<file path="config.mk">
export PLATFORM = sky130hd
export DESIGN_NAME = fdm_device_flat
export DESIGN_NICKNAME = d
export VERILOG_FILES = /design/src/verilog/fdm_pkg.sv /design/src/verilog/fdm_bus_if.sv /design/src/verilog/fdm_device.sv /design/src/verilog/fdm_sync.sv /design/src/flat_wrapper.sv
export SDC_FILE = /design/constraint.sdc
export NUM_CORES = 1
export LEC_CHECK = 0
export ABC_AREA = 1
export BUFFER_PORTS_ARGS = -buffer_cell sky130_fd_sc_hd__buf_2
export CORE_MARGIN = 2
export CORE_UTILIZATION = 48
export CTS_CLUSTER_DIAMETER = 100
export DETAILED_ROUTE_END_ITERATION = 8
export GPL_ROUTABILITY_DRIVEN = 0
export PLACE_DENSITY = 0.68
export SYNTH_ARGS = -nofsm -noshare
export SYNTH_HDL_FRONTEND = slang
export SYNTH_SLANG_ARGS = --single-unit
</file>
<file path="constraint.sdc">
create_clock -name sys_clk -period 5 [get_ports sys_clk]
set_input_delay 0.75 -clock sys_clk [delete_from_list [all_inputs] [get_ports sys_clk]]
set_output_delay 0.75 -clock sys_clk [all_outputs]
set_load 0.1 [all_outputs]
</file>
<file path="src/verilog/fdm_pkg.sv">
// package: constants and types for the flash disk mode controller
package fdm_pkg;
  // operating modes as seen through the mode control register
  typedef enum logic [1:0] {
    FDM_NORMAL,
    FDM_RESET,
    FDM_PDOWN
  } fdm_mode_t;

  localparam int          FDM_AW          = 13;
  localparam int          FDM_DW          = 16;
  // register window
  localparam logic [12:0] FDM_ADDR_CTRL   = 13'h100c;
  localparam logic [12:0] FDM_ADDR_CONF   = 13'h1072;
  localparam logic [12:0] FDM_ADDR_PDCTL  = 13'h107c;
  localparam logic [12:0] FDM_ADDR_SCR    = 13'h1040;
  localparam logic [12:0] FDM_ADDR_WAKE   = 13'h1fff;
  localparam logic [12:0] FDM_REG_LO      = 13'h0800;
  localparam logic [12:0] FDM_REG_HI      = 13'h17ff;
  // mode control field codes
  localparam logic [1:0]  FDM_CODE_NORMAL = 2'h1;
  localparam logic [1:0]  FDM_CODE_RESET  = 2'h0;
  localparam logic [1:0]  FDM_CODE_PDOWN  = 2'h2;
  localparam logic [7:0]  FDM_ZERO_BYTE   = 8'h00;
  localparam logic [2:0]  FDM_WAKE_READS  = 3'h4;
  // power-down pin modes: bit0 enables pin wake, bit1 selects rising edge
  localparam logic [1:0]  FDM_PDCTL_RST   = 2'h0;
  localparam int          FDM_PD_EN_BIT   = 0;
  localparam int          FDM_PD_RISE_BIT = 1;
  // extended boot-block read wake: strobe held this many cycles
  localparam int          FDM_EXT_NS      = 200;
  localparam int          FDM_CLK_MHZ     = 40;
  localparam int          FDM_EXT_CYC     = (FDM_EXT_NS * FDM_CLK_MHZ + 999) / 1000;
  // boot image layout
  localparam int          FDM_BOOT_BYTES  = 2048;
  localparam int          FDM_BOOT_BLK    = 3;
  localparam int          FDM_BOOT_COPY   = 4;
  localparam int          FDM_SN_BYTES    = 16;

  // mode code from the control register byte
  function automatic logic [1:0] fdm_code(input logic [FDM_DW-1:0] d);
    return d[1:0];
  endfunction : fdm_code

  // confirmation byte is the complement of the control byte
  function automatic logic fdm_confirm_ok(input logic [7:0] ctrl, input logic [FDM_DW-1:0] d);
    return d[7:0] == ~ctrl;
  endfunction : fdm_confirm_ok
endpackage : fdm_pkg

</file>
<file path="src/verilog/fdm_bus_if.sv">
// interface: host asynchronous memory bus between host and device
`timescale 1ns/1ps
interface fdm_bus_if;
  logic [12:0] addr;
  logic [15:0] dataH2d;
  logic [15:0] dataD2h;
  logic        dataOe;
  logic        chipSel_n;
  logic        writeStb_n;
  logic        outEn_n;
  logic        address_valid_strobe_n;
  logic        hw_reset_input_n;
  logic        power_down_toggle_pin;
  logic        busy_n;
  logic        multiplexed;

  modport device (
    input  addr, dataH2d, chipSel_n, writeStb_n, outEn_n, address_valid_strobe_n,
    input  hw_reset_input_n, power_down_toggle_pin, multiplexed,
    output dataD2h, dataOe, busy_n
  );
  modport host (
    output addr, dataH2d, chipSel_n, writeStb_n, outEn_n, address_valid_strobe_n,
    output hw_reset_input_n, power_down_toggle_pin, multiplexed,
    input  dataD2h, dataOe, busy_n
  );
endinterface : fdm_bus_if

</file>
<file path="src/verilog/fdm_device.sv">
// device end: mode controller of the flash disk on the host memory bus
`timescale 1ns/1ps
module fdm_device
  import fdm_pkg::*;
#(
  parameter logic [FDM_DW-1:0] SERIAL_WORD = 16'h5a5a // arbitrary value
) (
  input  wire logic  sys_clk,
  input  wire logic  rst,
  fdm_bus_if.device  bus,
  output fdm_mode_t  mode,
  output logic       inputsGated,
  output logic [7:0] scratch
);
  // ---------------------------------------------------------------
  // pin capture
  // ---------------------------------------------------------------
  logic [12:0] addrS;
  logic [15:0] dataS;
  logic        csnS, wenS, oenS, avdnS, rstnS, pdpS, muxS;
  logic        gate;

  // gated buffers: while asleep and deselected, address, data and strobe inputs are held idle
  logic [12:0] addrG;
  logic [15:0] dataG;
  logic        wenG, oenG, avdnG;
  assign gate  = (mode == FDM_PDOWN) && bus.chipSel_n;
  assign addrG = gate ? '0 : bus.addr;
  assign dataG = gate ? '0 : bus.dataH2d;
  assign wenG  = gate | bus.writeStb_n;
  assign oenG  = gate | bus.outEn_n;
  assign avdnG = gate | bus.address_valid_strobe_n;

  // idle levels; power-down pin low and standard bus, so no false edge after reset
  fdm_sync #(.W(36), .INIT({13'h0, 16'h0, 7'h7c})) uSync (
    .sys_clk (sys_clk),
    .rst     (rst),
    .pinIn   ({addrG, dataG, bus.chipSel_n, wenG, oenG, avdnG, bus.hw_reset_input_n,
               bus.power_down_toggle_pin, bus.multiplexed}),
    .pinSync ({addrS, dataS, csnS, wenS, oenS, avdnS, rstnS, pdpS, muxS})
  );

  // ---------------------------------------------------------------
  // cycle decode
  // ---------------------------------------------------------------
  logic wrAct, rdAct, wrAct_r, rdAct_r, wrStart, rdEnd, csRise;
  logic csn_r, pdp_r, rstn_r;
  logic [12:0] aLatch_r;
  assign wrAct   = !csnS && !wenS;
  assign rdAct   = !csnS && !oenS;
  assign wrStart = wrAct && !wrAct_r;
  assign rdEnd   = !rdAct && rdAct_r;
  assign csRise  = csnS && !csn_r;

  always_ff @(posedge sys_clk or posedge rst) begin
    if (rst) begin
      wrAct_r <= 1'b0;
      rdAct_r <= 1'b0;
      csn_r   <= 1'b1;
      pdp_r   <= 1'b0;
      rstn_r  <= 1'b1;
    end else begin
      wrAct_r <= wrAct;
      rdAct_r <= rdAct;
      csn_r   <= csnS;
      pdp_r   <= pdpS;
      rstn_r  <= rstnS;
    end
  end

  // multiplexed bus: address latched while the valid strobe is low
  always_ff @(posedge sys_clk or posedge rst) begin
    if (rst) aLatch_r <= '0;
    else if (!muxS || !avdnS) aLatch_r <= muxS ? dataS[12:0] : addrS;
  end

  // ---------------------------------------------------------------
  // registers
  // ---------------------------------------------------------------
  logic [7:0] ctrl_r, pdCtl_r;
  logic       armPd_r, inNormalCmd;
  logic [2:0] wakeCnt_r;
  logic [7:0] extCnt_r;
  logic       extWake;
  logic [1:0] pdEdge;
  logic       pinWake, hwHeld;

  // power-up boot detector: async reset is the power-up event
  always_ff @(posedge sys_clk or posedge rst) begin
    if (rst) begin
      mode <= FDM_RESET;
    end else if (!rstnS) begin
      mode <= (mode == FDM_NORMAL || mode == FDM_PDOWN) && !rstn_r ? FDM_PDOWN :
              (mode == FDM_NORMAL ? FDM_PDOWN : FDM_RESET);
    end else if (!rstn_r) begin
      mode <= FDM_RESET;
    end else begin
      case (mode)
        FDM_RESET: begin
          if (wrStart && addrCur() == FDM_ADDR_CONF && fdm_confirm_ok(ctrl_r, dataS) &&
              fdm_code({8'h00, ctrl_r}) == FDM_CODE_NORMAL)
            mode <= FDM_NORMAL;
        end
        FDM_NORMAL: begin
          if (wrStart && addrCur() == FDM_ADDR_CONF && fdm_confirm_ok(ctrl_r, dataS) &&
              fdm_code({8'h00, ctrl_r}) == FDM_CODE_RESET)
            mode <= FDM_RESET;
          else if (armPd_r && csRise)
            mode <= FDM_PDOWN;
        end
        FDM_PDOWN: begin
          if (wakeCnt_r == FDM_WAKE_READS || extWake || pinWake)
            mode <= FDM_NORMAL;
        end
        default: mode <= FDM_RESET;
      endcase
    end
  end

  function automatic logic [12:0] addrCur();
    return muxS ? aLatch_r : addrS;
  endfunction : addrCur

  // hardware reset wins over the software write sequence; its edge counts even if held
  assign hwHeld      = !rstnS;
  assign inNormalCmd = fdm_code({8'h00, ctrl_r}) == FDM_CODE_PDOWN;

  // control, confirmation, power-down control and scratch writes
  always_ff @(posedge sys_clk or posedge rst) begin
    if (rst) begin
      ctrl_r  <= '0;
      pdCtl_r <= {6'h0, FDM_PDCTL_RST};
      scratch <= '0;
      armPd_r <= 1'b0;
    end else if (wrStart && mode != FDM_PDOWN) begin
      if (addrCur() == FDM_ADDR_CTRL) ctrl_r <= dataS[7:0];
      if (addrCur() == FDM_ADDR_CONF && mode == FDM_NORMAL)
        armPd_r <= fdm_confirm_ok(ctrl_r, dataS) && inNormalCmd;
      if (mode == FDM_NORMAL && addrCur() == FDM_ADDR_PDCTL) pdCtl_r <= dataS[7:0];
      if (mode == FDM_NORMAL && addrCur() == FDM_ADDR_SCR) scratch <= dataS[7:0];
    end else if (mode != FDM_NORMAL) begin
      armPd_r <= 1'b0;
    end
  end

  // wake by repeated reads of the top boot-block word
  always_ff @(posedge sys_clk or posedge rst) begin
    if (rst) wakeCnt_r <= '0;
    else if (mode != FDM_PDOWN) wakeCnt_r <= '0;
    else if (rdEnd && addrCur() == FDM_ADDR_WAKE && wakeCnt_r != FDM_WAKE_READS)
      wakeCnt_r <= wakeCnt_r + 3'h1;
  end

  // long strobe on the standard bus wakes in a single read
  always_ff @(posedge sys_clk or posedge rst) begin
    if (rst) extCnt_r <= '0;
    else if (mode != FDM_PDOWN || !rdAct || muxS || !bootAddr(addrCur())) extCnt_r <= '0;
    else if (extCnt_r != 8'(FDM_EXT_CYC)) extCnt_r <= extCnt_r + 8'h1;
  end
  assign extWake = extCnt_r == 8'(FDM_EXT_CYC);

  assign pdEdge  = {pdpS && !pdp_r, !pdpS && pdp_r};
  assign pinWake = pdCtl_r[FDM_PD_EN_BIT] &&
                   (pdCtl_r[FDM_PD_RISE_BIT] ? pdEdge[1] : pdEdge[0]);

  function automatic logic bootAddr(input logic [12:0] a);
    return a < FDM_REG_LO || a > FDM_REG_HI;
  endfunction : bootAddr

  // ---------------------------------------------------------------
  // read data
  // ---------------------------------------------------------------
  // boot-block contents are outside this block; a fixed word stands in
  always_ff @(posedge sys_clk or posedge rst) begin
    if (rst) begin
      bus.dataD2h <= '0;
      bus.dataOe  <= 1'b0;
    end else begin
      bus.dataOe <= rdAct && mode != FDM_PDOWN;
      if (bootAddr(addrCur()))
        bus.dataD2h <= SERIAL_WORD;
      else if (mode != FDM_NORMAL)
        bus.dataD2h <= {8'h00, FDM_ZERO_BYTE};
      else if (addrCur() == FDM_ADDR_CTRL)
        bus.dataD2h <= {8'h00, ctrl_r[7:2], modeCode(mode)};
      else if (addrCur() == FDM_ADDR_PDCTL)
        bus.dataD2h <= {8'h00, pdCtl_r};
      else if (addrCur() == FDM_ADDR_SCR)
        bus.dataD2h <= {8'h00, scratch};
      else
        bus.dataD2h <= '0;
    end
  end

  function automatic logic [1:0] modeCode(input fdm_mode_t m);
    return m == FDM_NORMAL ? FDM_CODE_NORMAL : (m == FDM_PDOWN ? FDM_CODE_PDOWN : FDM_CODE_RESET);
  endfunction : modeCode

  always_ff @(posedge sys_clk or posedge rst) begin
    if (rst) begin
      bus.busy_n  <= 1'b0;
      inputsGated <= 1'b0;
    end else begin
      bus.busy_n  <= !hwHeld;
      inputsGated <= gate;
    end
  end
endmodule : fdm_device

</file>
<file path="src/verilog/fdm_sync.sv">
// two-flop synchroniser for a bundle of pin inputs
`timescale 1ns/1ps
module fdm_sync #(
  parameter int W = 1,
  parameter logic [W-1:0] INIT = '0
) (
  input  wire logic         sys_clk,
  input  wire logic         rst,
  input  wire logic [W-1:0] pinIn,
  output logic      [W-1:0] pinSync
);
  logic [W-1:0] meta_r;

  always_ff @(posedge sys_clk or posedge rst) begin
    if (rst) begin
      meta_r  <= INIT;
      pinSync <= INIT;
    end else begin
      meta_r  <= pinIn;
      pinSync <= meta_r;
    end
  end
endmodule : fdm_sync

</file>
<file path="src/flat_wrapper.sv">
// flat-port wrapper written by rule: the top's interface ports become plain ports
module fdm_device_flat import fdm_pkg::*;
#(
  parameter logic [FDM_DW-1:0] SERIAL_WORD = 16'h5a5a                   
)
  (sys_clk, rst, mode, inputsGated, scratch, bus_addr, bus_dataH2d, bus_chipSel_n, bus_writeStb_n, bus_outEn_n, bus_address_valid_strobe_n, bus_hw_reset_input_n, bus_power_down_toggle_pin, bus_multiplexed, bus_dataD2h, bus_dataOe, bus_busy_n);
  fdm_bus_if bus_i ();
  input  wire logic sys_clk;
  input  wire logic rst;
  output fdm_mode_t mode;
  output logic inputsGated;
  output logic [7:0] scratch;
  input wire logic [$bits(bus_i.addr)-1:0] bus_addr;
  input wire logic [$bits(bus_i.dataH2d)-1:0] bus_dataH2d;
  input wire logic [$bits(bus_i.chipSel_n)-1:0] bus_chipSel_n;
  input wire logic [$bits(bus_i.writeStb_n)-1:0] bus_writeStb_n;
  input wire logic [$bits(bus_i.outEn_n)-1:0] bus_outEn_n;
  input wire logic [$bits(bus_i.address_valid_strobe_n)-1:0] bus_address_valid_strobe_n;
  input wire logic [$bits(bus_i.hw_reset_input_n)-1:0] bus_hw_reset_input_n;
  input wire logic [$bits(bus_i.power_down_toggle_pin)-1:0] bus_power_down_toggle_pin;
  input wire logic [$bits(bus_i.multiplexed)-1:0] bus_multiplexed;
  output wire logic [$bits(bus_i.dataD2h)-1:0] bus_dataD2h;
  output wire logic [$bits(bus_i.dataOe)-1:0] bus_dataOe;
  output wire logic [$bits(bus_i.busy_n)-1:0] bus_busy_n;
  assign bus_i.addr = bus_addr;
  assign bus_i.dataH2d = bus_dataH2d;
  assign bus_i.chipSel_n = bus_chipSel_n;
  assign bus_i.writeStb_n = bus_writeStb_n;
  assign bus_i.outEn_n = bus_outEn_n;
  assign bus_i.address_valid_strobe_n = bus_address_valid_strobe_n;
  assign bus_i.hw_reset_input_n = bus_hw_reset_input_n;
  assign bus_i.power_down_toggle_pin = bus_power_down_toggle_pin;
  assign bus_i.multiplexed = bus_multiplexed;
  assign bus_dataD2h = bus_i.dataD2h;
  assign bus_dataOe = bus_i.dataOe;
  assign bus_busy_n = bus_i.busy_n;
  fdm_device #(.SERIAL_WORD(SERIAL_WORD)) u_core (.sys_clk(sys_clk), .rst(rst), .bus(bus_i), .mode(mode), .inputsGated(inputsGated), .scratch(scratch));
endmodule
</file>
==> summary.md, run 1 <==
| Metric | Value |
|---|---|
| Sequential Area | 3370 sq um |
| DIE WIDTH | 112 microns |
| Maximum clock frequency | 0.361 GHz |
| Worst slew margin | 43.5% |
| Setup repair bufs after CTS | 0 |
| Layout area overhead | 17.5% |
| DR pass1 iterations | 6 |
| Core box area | 11400 sq um |
| Worst Tran Pin Value | 0.846 ns |
| Initial antenna violation count | 0 |
| Worst path cell trace | inv_2 > nand2_1 > o21ai_2 > xnor2_1 > nand4_1 > nor4_1 |
| Nets | 715 |
| Vias in the first global route | 3910 |
| Crit path arrival time | 3.07 ns |
| CP Capture Type | register |
| Status | completed |
| Detail Route Antenna Nets | 0 |
| Worst-Skew Late Latency | 0.41 ns |
| CTS tree | yes |
| Leading area contributor after synthesis | dfrtp_1 |
| Critical path's top delay family | simple AND/OR/NAND/NOR gates |
| Netlist cell types | 40 |
| Starting Density | 49.0% |
| N_diodes | 0 |
| Clock buffer depth | 2 |
| RSZ-0062 raised after global routing | false |
| Post-synth top area share | 54.3% |
| Crit path max fanout | 23 |
| Worst r2r src | u_core.uSync.pinSync[0] |
| R2R setup slack | 2.23 ns |
| Clock Skew | 0.00626 ns |
| Clk root buf | clkbuf_16 |
| Total Wirelength | 10800 microns |
| Reg2reg end | u_core.extCnt_r[2] |
| Gr ovfl total | 0 |
| CTS hold repair buffers | 0 |
| CP required | 5.30 ns |
| Area of the multi-input gates | 1700 sq um |
| Seq/Total Area, Yosys | 60.4% |
| Worst hold path class | in2async |
| #FFs+latches synth | 134 |
| Die Y | 112 microns |
| LEAKAGE | 3.42 nW |
| Setup TNS | 0 ns |
| Via count | 3966 |
| All-Layer GR Usage | 18.6% |
| CTS H-Tree Depth | 4 |
| Gates resized, CTS repair | 0 |
| Crit path kind | reg2reg |
| Fin crit period | 2.77 ns |
| Largest cells by area after synthesis | dfrtp_1, nand2_1, inv_1 |
| First-pass GRT wire length | 18300 microns |
| Max_cap viols | 0 |
| Warnings, synthesis | 0 |
| Hold Slack | 0.323 ns |
| Synth Instances | 604 |
| Reg2Reg Depth | 6 |
| Initial drt markers | 281 |
| Final Cycle Share | 55.4% |
| PD cells | 466 nW/um^2 |
| I/O pin total | 67 |
| Final hold violation count | 0 |
| Worst path bufs/invs | 1 |
| Critical Path Source Type | register |
| Num rows | 39 |
| Die ar. | 12500 sq um |
| Clk sinks | 134 |
| Residual DRC | 0 |
| Num CTS Buffers | 17 |
| Final-report max-slew violation count | 0 |
| Synthesized area | 5580 sq um |
| Largest net degree at the start of global routing | 56 |
| Via-to-Cell Ratio | 4.81 |
| Fraction of layout cells with a size suffix above 1 | 19.2% |
| Avg Cell Area, Syn | 9.23 sq um |
| Clk pin slew, worst setup/hold paths | 0.06 ns |
| Count of final setup violators | 0 |
| IO buf count | 59 |
| Wire per inst | 13.1 microns |
| Crit path max-delay cell type | dfrtp_1 |
| Worst path max stage delay | 0.80 ns |
| HPWL Detailed | 7570 microns |
| Filler instances | 976 |
| VDD IR max | 0.362 mV |
synthesized netlist by cell type:
cell,instances
ha_1,9
o21ai_2,1
o21ai_1,15
nor2_1,77
clkinv_2,1
nor2_8,1
conb_1,1
nand2_1,125
nor4_1,4
nand3_4,1
nand4_1,3
dfstp_2,13
inv_1,99
nand3_1,29
a31oi_1,2
clkbuf_1,7
nor3b_1,1
a211o_1,1
inv_2,4
clkinv_1,1
buf_4,7
buf_2,1
o21ai_0,20
nor3_4,1
o211ai_1,6
buf_6,3
xor2_1,1
dfrtp_1,121
nor3_1,8
o21bai_1,1
o221ai_1,6
nor2_2,3
nand2_2,3
a21oi_1,16
or2_2,5
o21a_1,1
xnor2_1,1
buf_1,1
nand3_2,3
nand2_4,1
metal layers:
metal	global-route usage, %	up-vias	wire length (microns)
li1	-	1989	-
met1	25.1	1849	4940
met2	29.4	113	5130
met3	4.35	15	525
met4	7.65	0	163
met5	0	-	0
layout make-up:
| class | count | area share (%) |
|---|---|---|
| well taps | 143 | 2.73 |
| clock inverters | 15 | 2.54 |
| multi-input cells | 349 | 26.0 |
| flip-flops and latches | 134 | 51.4 |
| clock buffers | 17 | 6.49 |
| inverters | 105 | 6.07 |
| repair buffers | 61 | 4.74 |
per-stage QoR:
step | instances | worst slack, ns | utilization [%] | total power [W] | area (sq um)
after global placement | 792 | 2.31 | 52.4 | 0.00183 | 5960
after global routing | 824 | 1.96 | 57.6 | 0.00320 | 6550
after detailed placement | 792 | 2.27 | 52.4 | 0.00185 | 5960
after CTS | 824 | 2.23 | 57.6 | 0.00308 | 6550
after floorplan | 607 | 0.689 | - | 0.00174 | 5590
final | 824 | 2.23 | 57.6 | 0.00306 | 6550
how the worst max path moves through the flow:
stage / startpoint / to / slack [ns] / cells past startpoint
floorplan: rst / u_core.aLatch_r[0] / 0.69 / 1
finish: u_core.uSync.pinSync[0] / u_core.extCnt_r[2] / 2.23 / 6
detailed placement: u_core.uSync.pinSync[0] / u_core.extCnt_r[2] / 2.27 / 6
global placement: u_core.uSync.pinSync[0] / u_core.extCnt_r[2] / 2.31 / 6
CTS: u_core.uSync.pinSync[0] / u_core.extCnt_r[2] / 2.23 / 6
global route: u_core.uSync.pinSync[0] / u_core.mode[0] / 1.96 / 12
state kept, by name, summed over array words and instances (netlist names), 2 cells and up:
register and cells:
u_core.uSync.meta_r 33, u_core.uSync.pinSync 33, u_core.aLatch_r 13, u_core.bus.dataD2h 9, u_core.ctrl_r 8, u_core.extCnt_r 8, u_core.pdCtl_r 8, u_core.scratch 8
u_core.wakeCnt_r 3, u_core.mode 2
placed cells by master, fill, tap and decap left out, types with 2 or more instances in the layout:
master      netlist  layout
a21oi_1          16      16
a31oi_1           2       2
buf_2             1      59
buf_4             7       2
bufinv_16         0       2
clkbuf_16         0      17
clkinv_2          1       3
clkinv_4          0       2
clkinvlp_4        0       2
conb_1            1       4
dfrtp_1         121     121
dfstp_2          13      13
ha_1              9       9
inv_1            99      98
inv_2             4       4
inv_6             0       6
nand2_1         125     125
nand2_2           3       3
nand3_1          29      29
nand3_2           3       3
nand4_1           3       3
nor2_1           77      77
nor2_2            3       3
nor3_1            8       8
nor4_1            4       4
o211ai_1          6       6
o21ai_0          20      20
o21ai_1          15      15
o221ai_1          6       6
or2_2             5       5
report_power, final:
group,internal [W],total (W),switching [W]
clock,0.000745,0.00122,0.000478
sequential,0.00120,0.00126,0.0000556
combinational,0.000116,0.000574,0.000458
total,0.00206,0.00306,0.000991
logic make-up (layout without fill, tap and decap cells):
logic type	Yosys count	in the layout	share of synthesized area, %
and+or+nand+nor	265	265	20.8
DFF	134	134	60.4
buffers and inverters	124	198	9.27
AOI/OAI and AO/OA	69	69	7.13
adders and majority gates	9	9	2.02
xor gates and xnor gates	2	2	0.314
other	1	4	0.0672
Power figures use the tool's default switching activity.
==> run 2: changes to the inputs <==
- ABC_AREA: 1 -> 0
- clock period: 5 -> 2.76 ns (I/O delays scaled with it)
==> run 2 against run 1 <==
Net effect: via count is 17% lower; non-clock buffer count is 7 higher; clock skew is 0.0018 ns higher; combinational power is 58% higher; power is 77% higher; die area is 1.5% lower; first-iteration DRC count is 30% lower; critical path type unchanged.
==> summary.md, run 2 <==
| Metric | Value |
|---|---|
| Status | completed (unchanged) |
| Initial antenna violation count | 0 (unchanged) |
| CTS tree | yes (unchanged) |
| Synth Instances | 415 (was 604) |
| DR pass1 iterations | 5 (was 6) |
| Worst slew margin | 50.5% (was 43.5%) |
| Largest cells by area after synthesis | dfrtp_1, dfstp_2, and2_1 (was dfrtp_1, nand2_1, inv_1) |
| Post-synth top area share | 55.2% (was 54.3%) |
| CTS hold repair buffers | 0 (unchanged) |
| Fin crit period | 2.39 ns (was 2.77 ns) |
| Worst path cell trace | inv_1 > ha_1 > nor4_4 > nand2_1 > nor4_4 > buf_4 > mux2_1 (was inv_2 > nand2_1 > o21ai_2 > xnor2_1 > nand4_1 > nor4_1) |
| All-Layer GR Usage | 16.8% (was 18.6%) |
| Worst-Skew Late Latency | 0.41 ns (about the same) |
| Setup TNS | 0 ns (unchanged) |
| DIE WIDTH | 111 microns (was 112 microns) |
| Async S/R FF share, synth | 100% (unchanged) |
| Final Cycle Share | 86.5% (was 55.4%) |
| First-pass GRT wire length | 16300 microns (was 18300 microns) |
| Cell repeated most along the worst path | nor4_4 |
| Layout area overhead | 19.0% (was 17.5%) |
| Avg Cell Area, Syn | 13.2 sq um (was 9.23 sq um) |
| Count of final setup violators | 0 (unchanged) |
| Starting Density | 48.7% (was 49.0%) |
| Seq/Total Area, Yosys | 61.4% (was 60.4%) |
| Netlist cell types | 56 (was 40) |
| N_diodes | 0 (unchanged) |
| Clock buffer depth | 2 (unchanged) |
| Final-report max-slew violation count | 0 (unchanged) |
| Total power | 0.00542 W (was 0.00306 W) |
| HPWL Detailed | 6270 microns (was 7570 microns) |
| Commonest cells after routing, fill and taps aside | dfrtp_1, buf_2, nor2_1 (was nand2_1, dfrtp_1, inv_1) |
| Filler instances | 900 (was 976) |
| Setup repair bufs after CTS | 0 (unchanged) |
| Fraction of layout cells with a size suffix above 1 | 30.3% (was 19.2%) |
| IO buf count | 59 (unchanged) |
| Via-to-Cell Ratio | 5.10 (was 4.81) |
| I/O pin total | 67 (unchanged) |
| Crit path max-delay cell type | dfstp_4 (was dfrtp_1) |
| RSZ-0062 raised after global routing | false (unchanged) |
| Clk sinks | 134 (unchanged) |
| LEAKAGE | 3.10 nW (was 3.42 nW) |
| Largest net degree at the start of global routing | 135 (was 56) |
| Num rows | 39 (unchanged) |
| Worst path bufs/invs | 2 (was 1) |
| Nets | 533 (was 715) |
| Area of the multi-input gates | 1970 sq um (was 1700 sq um) |
| Detail Route Antenna Nets | 0 (unchanged) |
| Critical Path Source Type | register (unchanged) |
| Clk root buf | clkbuf_16 (unchanged) |
| Worst hold path class | in2reg (was in2async) |
| Most common cell after layout, fill and taps aside | dfrtp_1 (was nand2_1) |
| CP Capture Type | register (unchanged) |
| Post-synth top cells | dfrtp_1, nor2_1, and2_1 (was nand2_1, dfrtp_1, inv_1) |
| VDD IR max | 0.664 mV (was 0.362 mV) |
| Warnings, synthesis | 0 (unchanged) |
| Die Y | 111 microns (was 112 microns) |
| Leading area contributor after synthesis | dfrtp_1 (unchanged) |
| Synthesized area | 5490 sq um (was 5580 sq um) |
| Total Wirelength | 9600 microns (was 10800 microns) |
| Clk pin slew, worst setup/hold paths | 0.06 ns (about the same) |
| Initial drt markers | 198 (was 281) |
| CP required | 3.05 ns (was 5.30 ns) |
| Vias in the first global route | 3403 (was 3910) |
| Final hold violation count | 0 (unchanged) |
| Num CTS Buffers | 17 (unchanged) |
| Worst Tran Pin Value | 0.741 ns (was 0.846 ns) |
| Crit path kind | reg2reg (unchanged) |
| Via count | 3273 (was 3966) |
| Die ar. | 12300 sq um (was 12500 sq um) |
| Synth Flop Type | dfrtp_1 (unchanged) |
| Largest registers | u_core.uSync.meta_r x33, u_core.uSync.pinSync x33, u_core.aLatch_r x13 (unchanged) |
| Wire per inst | 15.0 microns (was 13.1 microns) |
| Sequential Area | 3370 sq um (about the same) |
| Crit path max fanout | 6 (was 23) |
| Max_cap viols | 0 (unchanged) |
| #FFs+latches synth | 134 (unchanged) |
| Crit path arrival time | 2.68 ns (was 3.07 ns) |
| Gr ovfl total | 0 (unchanged) |
| Post-synth EDFFs | 0 (unchanged) |
| Maximum clock frequency | 0.419 GHz (was 0.361 GHz) |
| Worst path max stage delay | 0.64 ns (was 0.80 ns) |
| Gates resized, CTS repair | 0 (unchanged) |
| Core box area | 11300 sq um (was 11400 sq um) |
| Residual DRC | 0 (unchanged) |
| Top-count cell post-synth | dfrtp_1 (was nand2_1) |
| PD cells | 829 nW/um^2 (was 466 nW/um^2) |
| Clock Skew | 0.00803 ns (was 0.00626 ns) |
| CTS H-Tree Depth | 4 (unchanged) |
| Critical path's top delay family | simple AND/OR/NAND/NOR gates (unchanged) |
-- run 2: worst reg2reg max path: stages, from the launching register on --
cell	delay, ns
dfstp_4	0.64
inv_1	0.08
ha_1	0.25
nor4_4	0.23
nand2_1	0.20
nor4_4	0.30
buf_4	0.23
mux2_1	0.33
-- run 2: area by class of cell --
class / instances / area share (%)
Tap cell: 143 / 2.74
Clock inverter: 14 / 2.32
Multi-Input combinational cell: 254 / 30.1
Clock buffer: 18 / 6.57
Sequential cell: 134 / 51.6
Timing Repair Buffer: 68 / 5.94
Inverter: 11 / 0.690
-- run 2: kinds of logic (layout without fill, tap and decap cells) --
family / Yosys count / after routing / share of synthesized area, %
simple gates: 132 / 132 / 15.3
flops: 134 / 134 / 61.4
other cells: 1 / 4 / 0.0683
xor+xnor: 18 / 18 / 2.87
compound gates: 50 / 50 / 6.72
buf+inv: 30 / 111 / 3.01
mux: 41 / 41 / 8.59
fa+ha+maj: 9 / 9 / 2.05
-- run 2: report_power, final --
| group | internal [W] | switching, W |
|---|---|---|
| Combinational | 0.000245 | 0.000664 |
| Sequential | 0.00217 | 0.000154 |
| Clock | 0.00134 | 0.000846 |
-- run 2: path summary, 6_finish.rpt --
path | cells past startpoint | to | slack (ns) | from
max | 7 | u_core.scratch[4] | 0.37 | u_core.mode[0]
min | 1 | u_core.uSync.meta_r[2] | 0.10 | bus_hw_reset_input_n
max reg2reg | 7 | u_core.scratch[4] | 0.37 | u_core.mode[0]
min reg2reg | 0 | u_core.uSync.pinSync[28] | 0.35 | u_core.uSync.meta_r[28]
max in group asynchronous | 3 | u_core.uSync.pinSync[7] | 2.03 | rst
min in group asynchronous | 3 | u_core.uSync.meta_r[9] | 0.16 | rst
-- run 2: metrics by stage --
step	setup WS, ns	util, %	instance area, sq um	instances	hold WS, ns
finish	0.374	58.0	6530	642	0.102
global route	0.169	58.0	6530	642	0.0896
detailed placement	0.379	52.8	5950	610	0.336
global placement	0.421	52.8	5950	610	0.333
floorplan	0.114	-	5510	418	0.331
CTS	0.366	58.0	6530	642	0.0908
-- run 2: layer usage --
layer,wire length (microns),track usage [%]
met5,0,0
met3,436,4.92
met1,4440,22.3
met2,4570,26.0
met4,152,7.50
==> run 3: changes to the inputs <==
- CORE_MARGIN: 2 -> not set
- CORE_UTILIZATION: 48 -> 44
- PLACE_DENSITY: 0.68 -> not set
==> run 3 against run 2 <==
Net effect: worst setup slack got worse by 0.060 ns; largest cell class unchanged; maximum frequency shrank 2.5%; count of clock-buffer cells in the layout increased by 3; sequential share of layout area is 0.56 points lower.
==> summary.md, run 3 (same netlist as run 2, synthesis figures left out) <==
| Metric | Value |
|---|---|
| Worst Tran Pin Value | 0.709 ns (was 0.741 ns) |
| Nets | 533 (unchanged) |
| DIE WIDTH | 114 microns (was 111 microns) |
| Int Pwr | 0.00398 W (was 0.00375 W) |
| VDD IR max | 0.497 mV (was 0.664 mV) |
| Setup repair bufs after CTS | 0 (unchanged) |
| Die Y | 114 microns (was 111 microns) |
| Die ar. | 12900 sq um (was 12300 sq um) |
| CP required | 3.09 ns (was 3.05 ns) |
| First-pass GRT wire length | 16700 microns (was 16300 microns) |
| Num rows | 40 (was 39) |
| Layout area overhead | 20.3% (was 19.0%) |
| Switching Power | 0.00165 W (was 0.00166 W) |
| RSZ-0062 raised after global routing | false (unchanged) |
| Fraction of layout cells with a size suffix above 1 | 30.1% (was 30.3%) |
| Starting Density | 45.3% (was 48.7%) |
| Sw Share | 29.3% (was 30.7%) |
| CTS tree | yes (unchanged) |
| Clk sinks | 134 (unchanged) |
| Largest registers | u_core.uSync.meta_r x33, u_core.uSync.pinSync x33, u_core.aLatch_r x13 (unchanged) |
| Final Core Density | 54.5% (was 58.0%) |
| CTS hold repair buffers | 0 (unchanged) |
| Combinational power share | 16.1% (was 16.8%) |
| Final-report max-slew violation count | 0 (unchanged) |
| IO buf count | 59 (unchanged) |
| N_diodes | 0 (unchanged) |
| Core box area | 12100 sq um (was 11300 sq um) |
| Critical Path Source Type | register (unchanged) |
| DR pass1 iterations | 5 (unchanged) |
| Largest net degree at the start of global routing | 135 (unchanged) |
| Wire per inst | 14.6 microns (was 15.0 microns) |
| Gr ovfl total | 0 (unchanged) |
| CTS H-Tree Depth | 4 (unchanged) |
| Clk root buf | clkbuf_16 (unchanged) |
| Worst path cell trace | and4bb_2 > a22oi_4 > nor3_2 > a222oi_1 > o21bai_1 (was inv_1 > ha_1 > nor4_4 > nand2_1 > nor4_4 > buf_4 > mux2_1) |
| Status | completed (unchanged) |
| Count of final setup violators | 0 (unchanged) |
| Most common cell after layout, fill and taps aside | dfrtp_1 (unchanged) |
| LEAKAGE | 3.12 nW (was 3.10 nW) |
| Crit path max fanout | 22 (was 6) |
| Clock buffer depth | 2 (unchanged) |
| Num CTS Buffers | 17 (unchanged) |
| Crit path kind | reg2reg (unchanged) |
| Final Cycle Share | 88.6% (was 86.5%) |
| Crit path max-delay cell type | dfrtp_1 (was dfstp_4) |
| Clk pin slew, worst setup/hold paths | 0.06 ns (about the same) |
| I/O pin total | 67 (unchanged) |
| Clock Skew | 0.00651 ns (was 0.00803 ns) |
| Final hold violation count | 0 (unchanged) |
| Flop pwr share | 41.4% (was 42.9%) |
| Via-to-Cell Ratio | 4.93 (was 5.10) |
| Maximum clock frequency | 0.409 GHz (was 0.419 GHz) |
| Gates resized, CTS repair | 0 (unchanged) |
| Max_cap viols | 0 (unchanged) |
| Commonest cells after routing, fill and taps aside | dfrtp_1, buf_2, nor2_1 (unchanged) |
| Worst-Skew Late Latency | 0.42 ns (was 0.41 ns) |
| Residual DRC | 0 (unchanged) |
| Vias in the first global route | 3396 (was 3403) |
| Initial drt markers | 177 (was 198) |
| Fin crit period | 2.45 ns (was 2.39 ns) |
| Initial antenna violation count | 0 (unchanged) |
| Setup TNS | 0 ns (unchanged) |
| HPWL Detailed | 6360 microns (was 6270 microns) |
| Worst path max stage delay | 0.73 ns (was 0.64 ns) |
| Clock share of power | 42.5% (was 40.3%) |
| PD cells | 852 nW/um^2 (was 829 nW/um^2) |
| Worst hold path class | in2reg (unchanged) |
| All-Layer GR Usage | 17.3% (was 16.8%) |
| Total Wirelength | 9720 microns (was 9600 microns) |
| Crit path arrival time | 2.78 ns (was 2.68 ns) |
| CP Capture Type | register (unchanged) |
| Detail Route Antenna Nets | 0 (unchanged) |
| Via count | 3285 (was 3273) |
| Worst slew margin | 52.6% (was 50.5%) |
## run 3: layer usage
layer / routed length [microns] / track usage, % / up-vias
li1: - / - / 1593
met5: 0 / 0 / -
met1: 4380 / 22.5 / 1583
met2: 4580 / 26.4 / 88
met3: 533 / 5.37 / 21
met4: 225 / 8.25 / 0
## run 3: worst max-delay path, delay by kind of cell, from the launching register on
family           cells  cell delay [ns]
flip-flops           1             0.73
AO/OA/AOI/OAI        3             0.62
AND/OR/NAND/NOR      2             1.00
## run 3: area by class of cell
cell class	count	area (sq um)
Clock buffer	21	460
Fill cell	1095	5510
Tap cell	168	210
Timing Repair Buffer	68	375
Sequential cell	134	3370
Multi-Input combinational cell	254	1970
Clock inverter	11	173
Inverter	11	45.0
## run 3: worst paths after layout
kind,slack [ns],startpoint,end,cells after the start
setup / recovery,0.31,u_core.uSync.pinSync[0],u_core.bus.dataD2h[6],5
hold / removal,0.1,bus_hw_reset_input_n,u_core.uSync.meta_r[2],1
setup reg to reg,0.31,u_core.uSync.pinSync[0],u_core.bus.dataD2h[6],5
hold reg to reg,0.35,u_core.uSync.meta_r[29],u_core.uSync.pinSync[29],0
max in group asynchronous,2.07,rst,u_core.aLatch_r[5],3
min in group asynchronous,0.19,rst,u_core.uSync.meta_r[9],3
## run 3: power by group through the flow
| stage | clock, W | sequential [W] | combinational, W |
|---|---|---|---|
| 6_report | 0.00239 | 0.00233 | 0.000908 |
| 3_5_place_dp | 0 | 0.00236 | 0.000913 |
| 4_1_cts | 0.00243 | 0.00233 | 0.000922 |
| 3_3_place_gp | 0 | 0.00235 | 0.000900 |
| 2_1_floorplan | 0 | 0.00258 | 0.000503 |
| 5_1_grt | 0.00252 | 0.00236 | 0.000986 |
## run 3: through the flow
stage	area, sq um	setup slack (ns)	hold WS (ns)	std cells	power [W]
after floorplan	5510	0.114	0.331	418	0.00308
after global placement	5970	0.434	0.333	635	0.00325
after detailed placement	5970	0.357	0.336	635	0.00328
after CTS	6600	0.310	0.0797	667	0.00569
after global routing	6600	0.141	0.0819	667	0.00587
final	6600	0.314	0.0964	667	0.00563
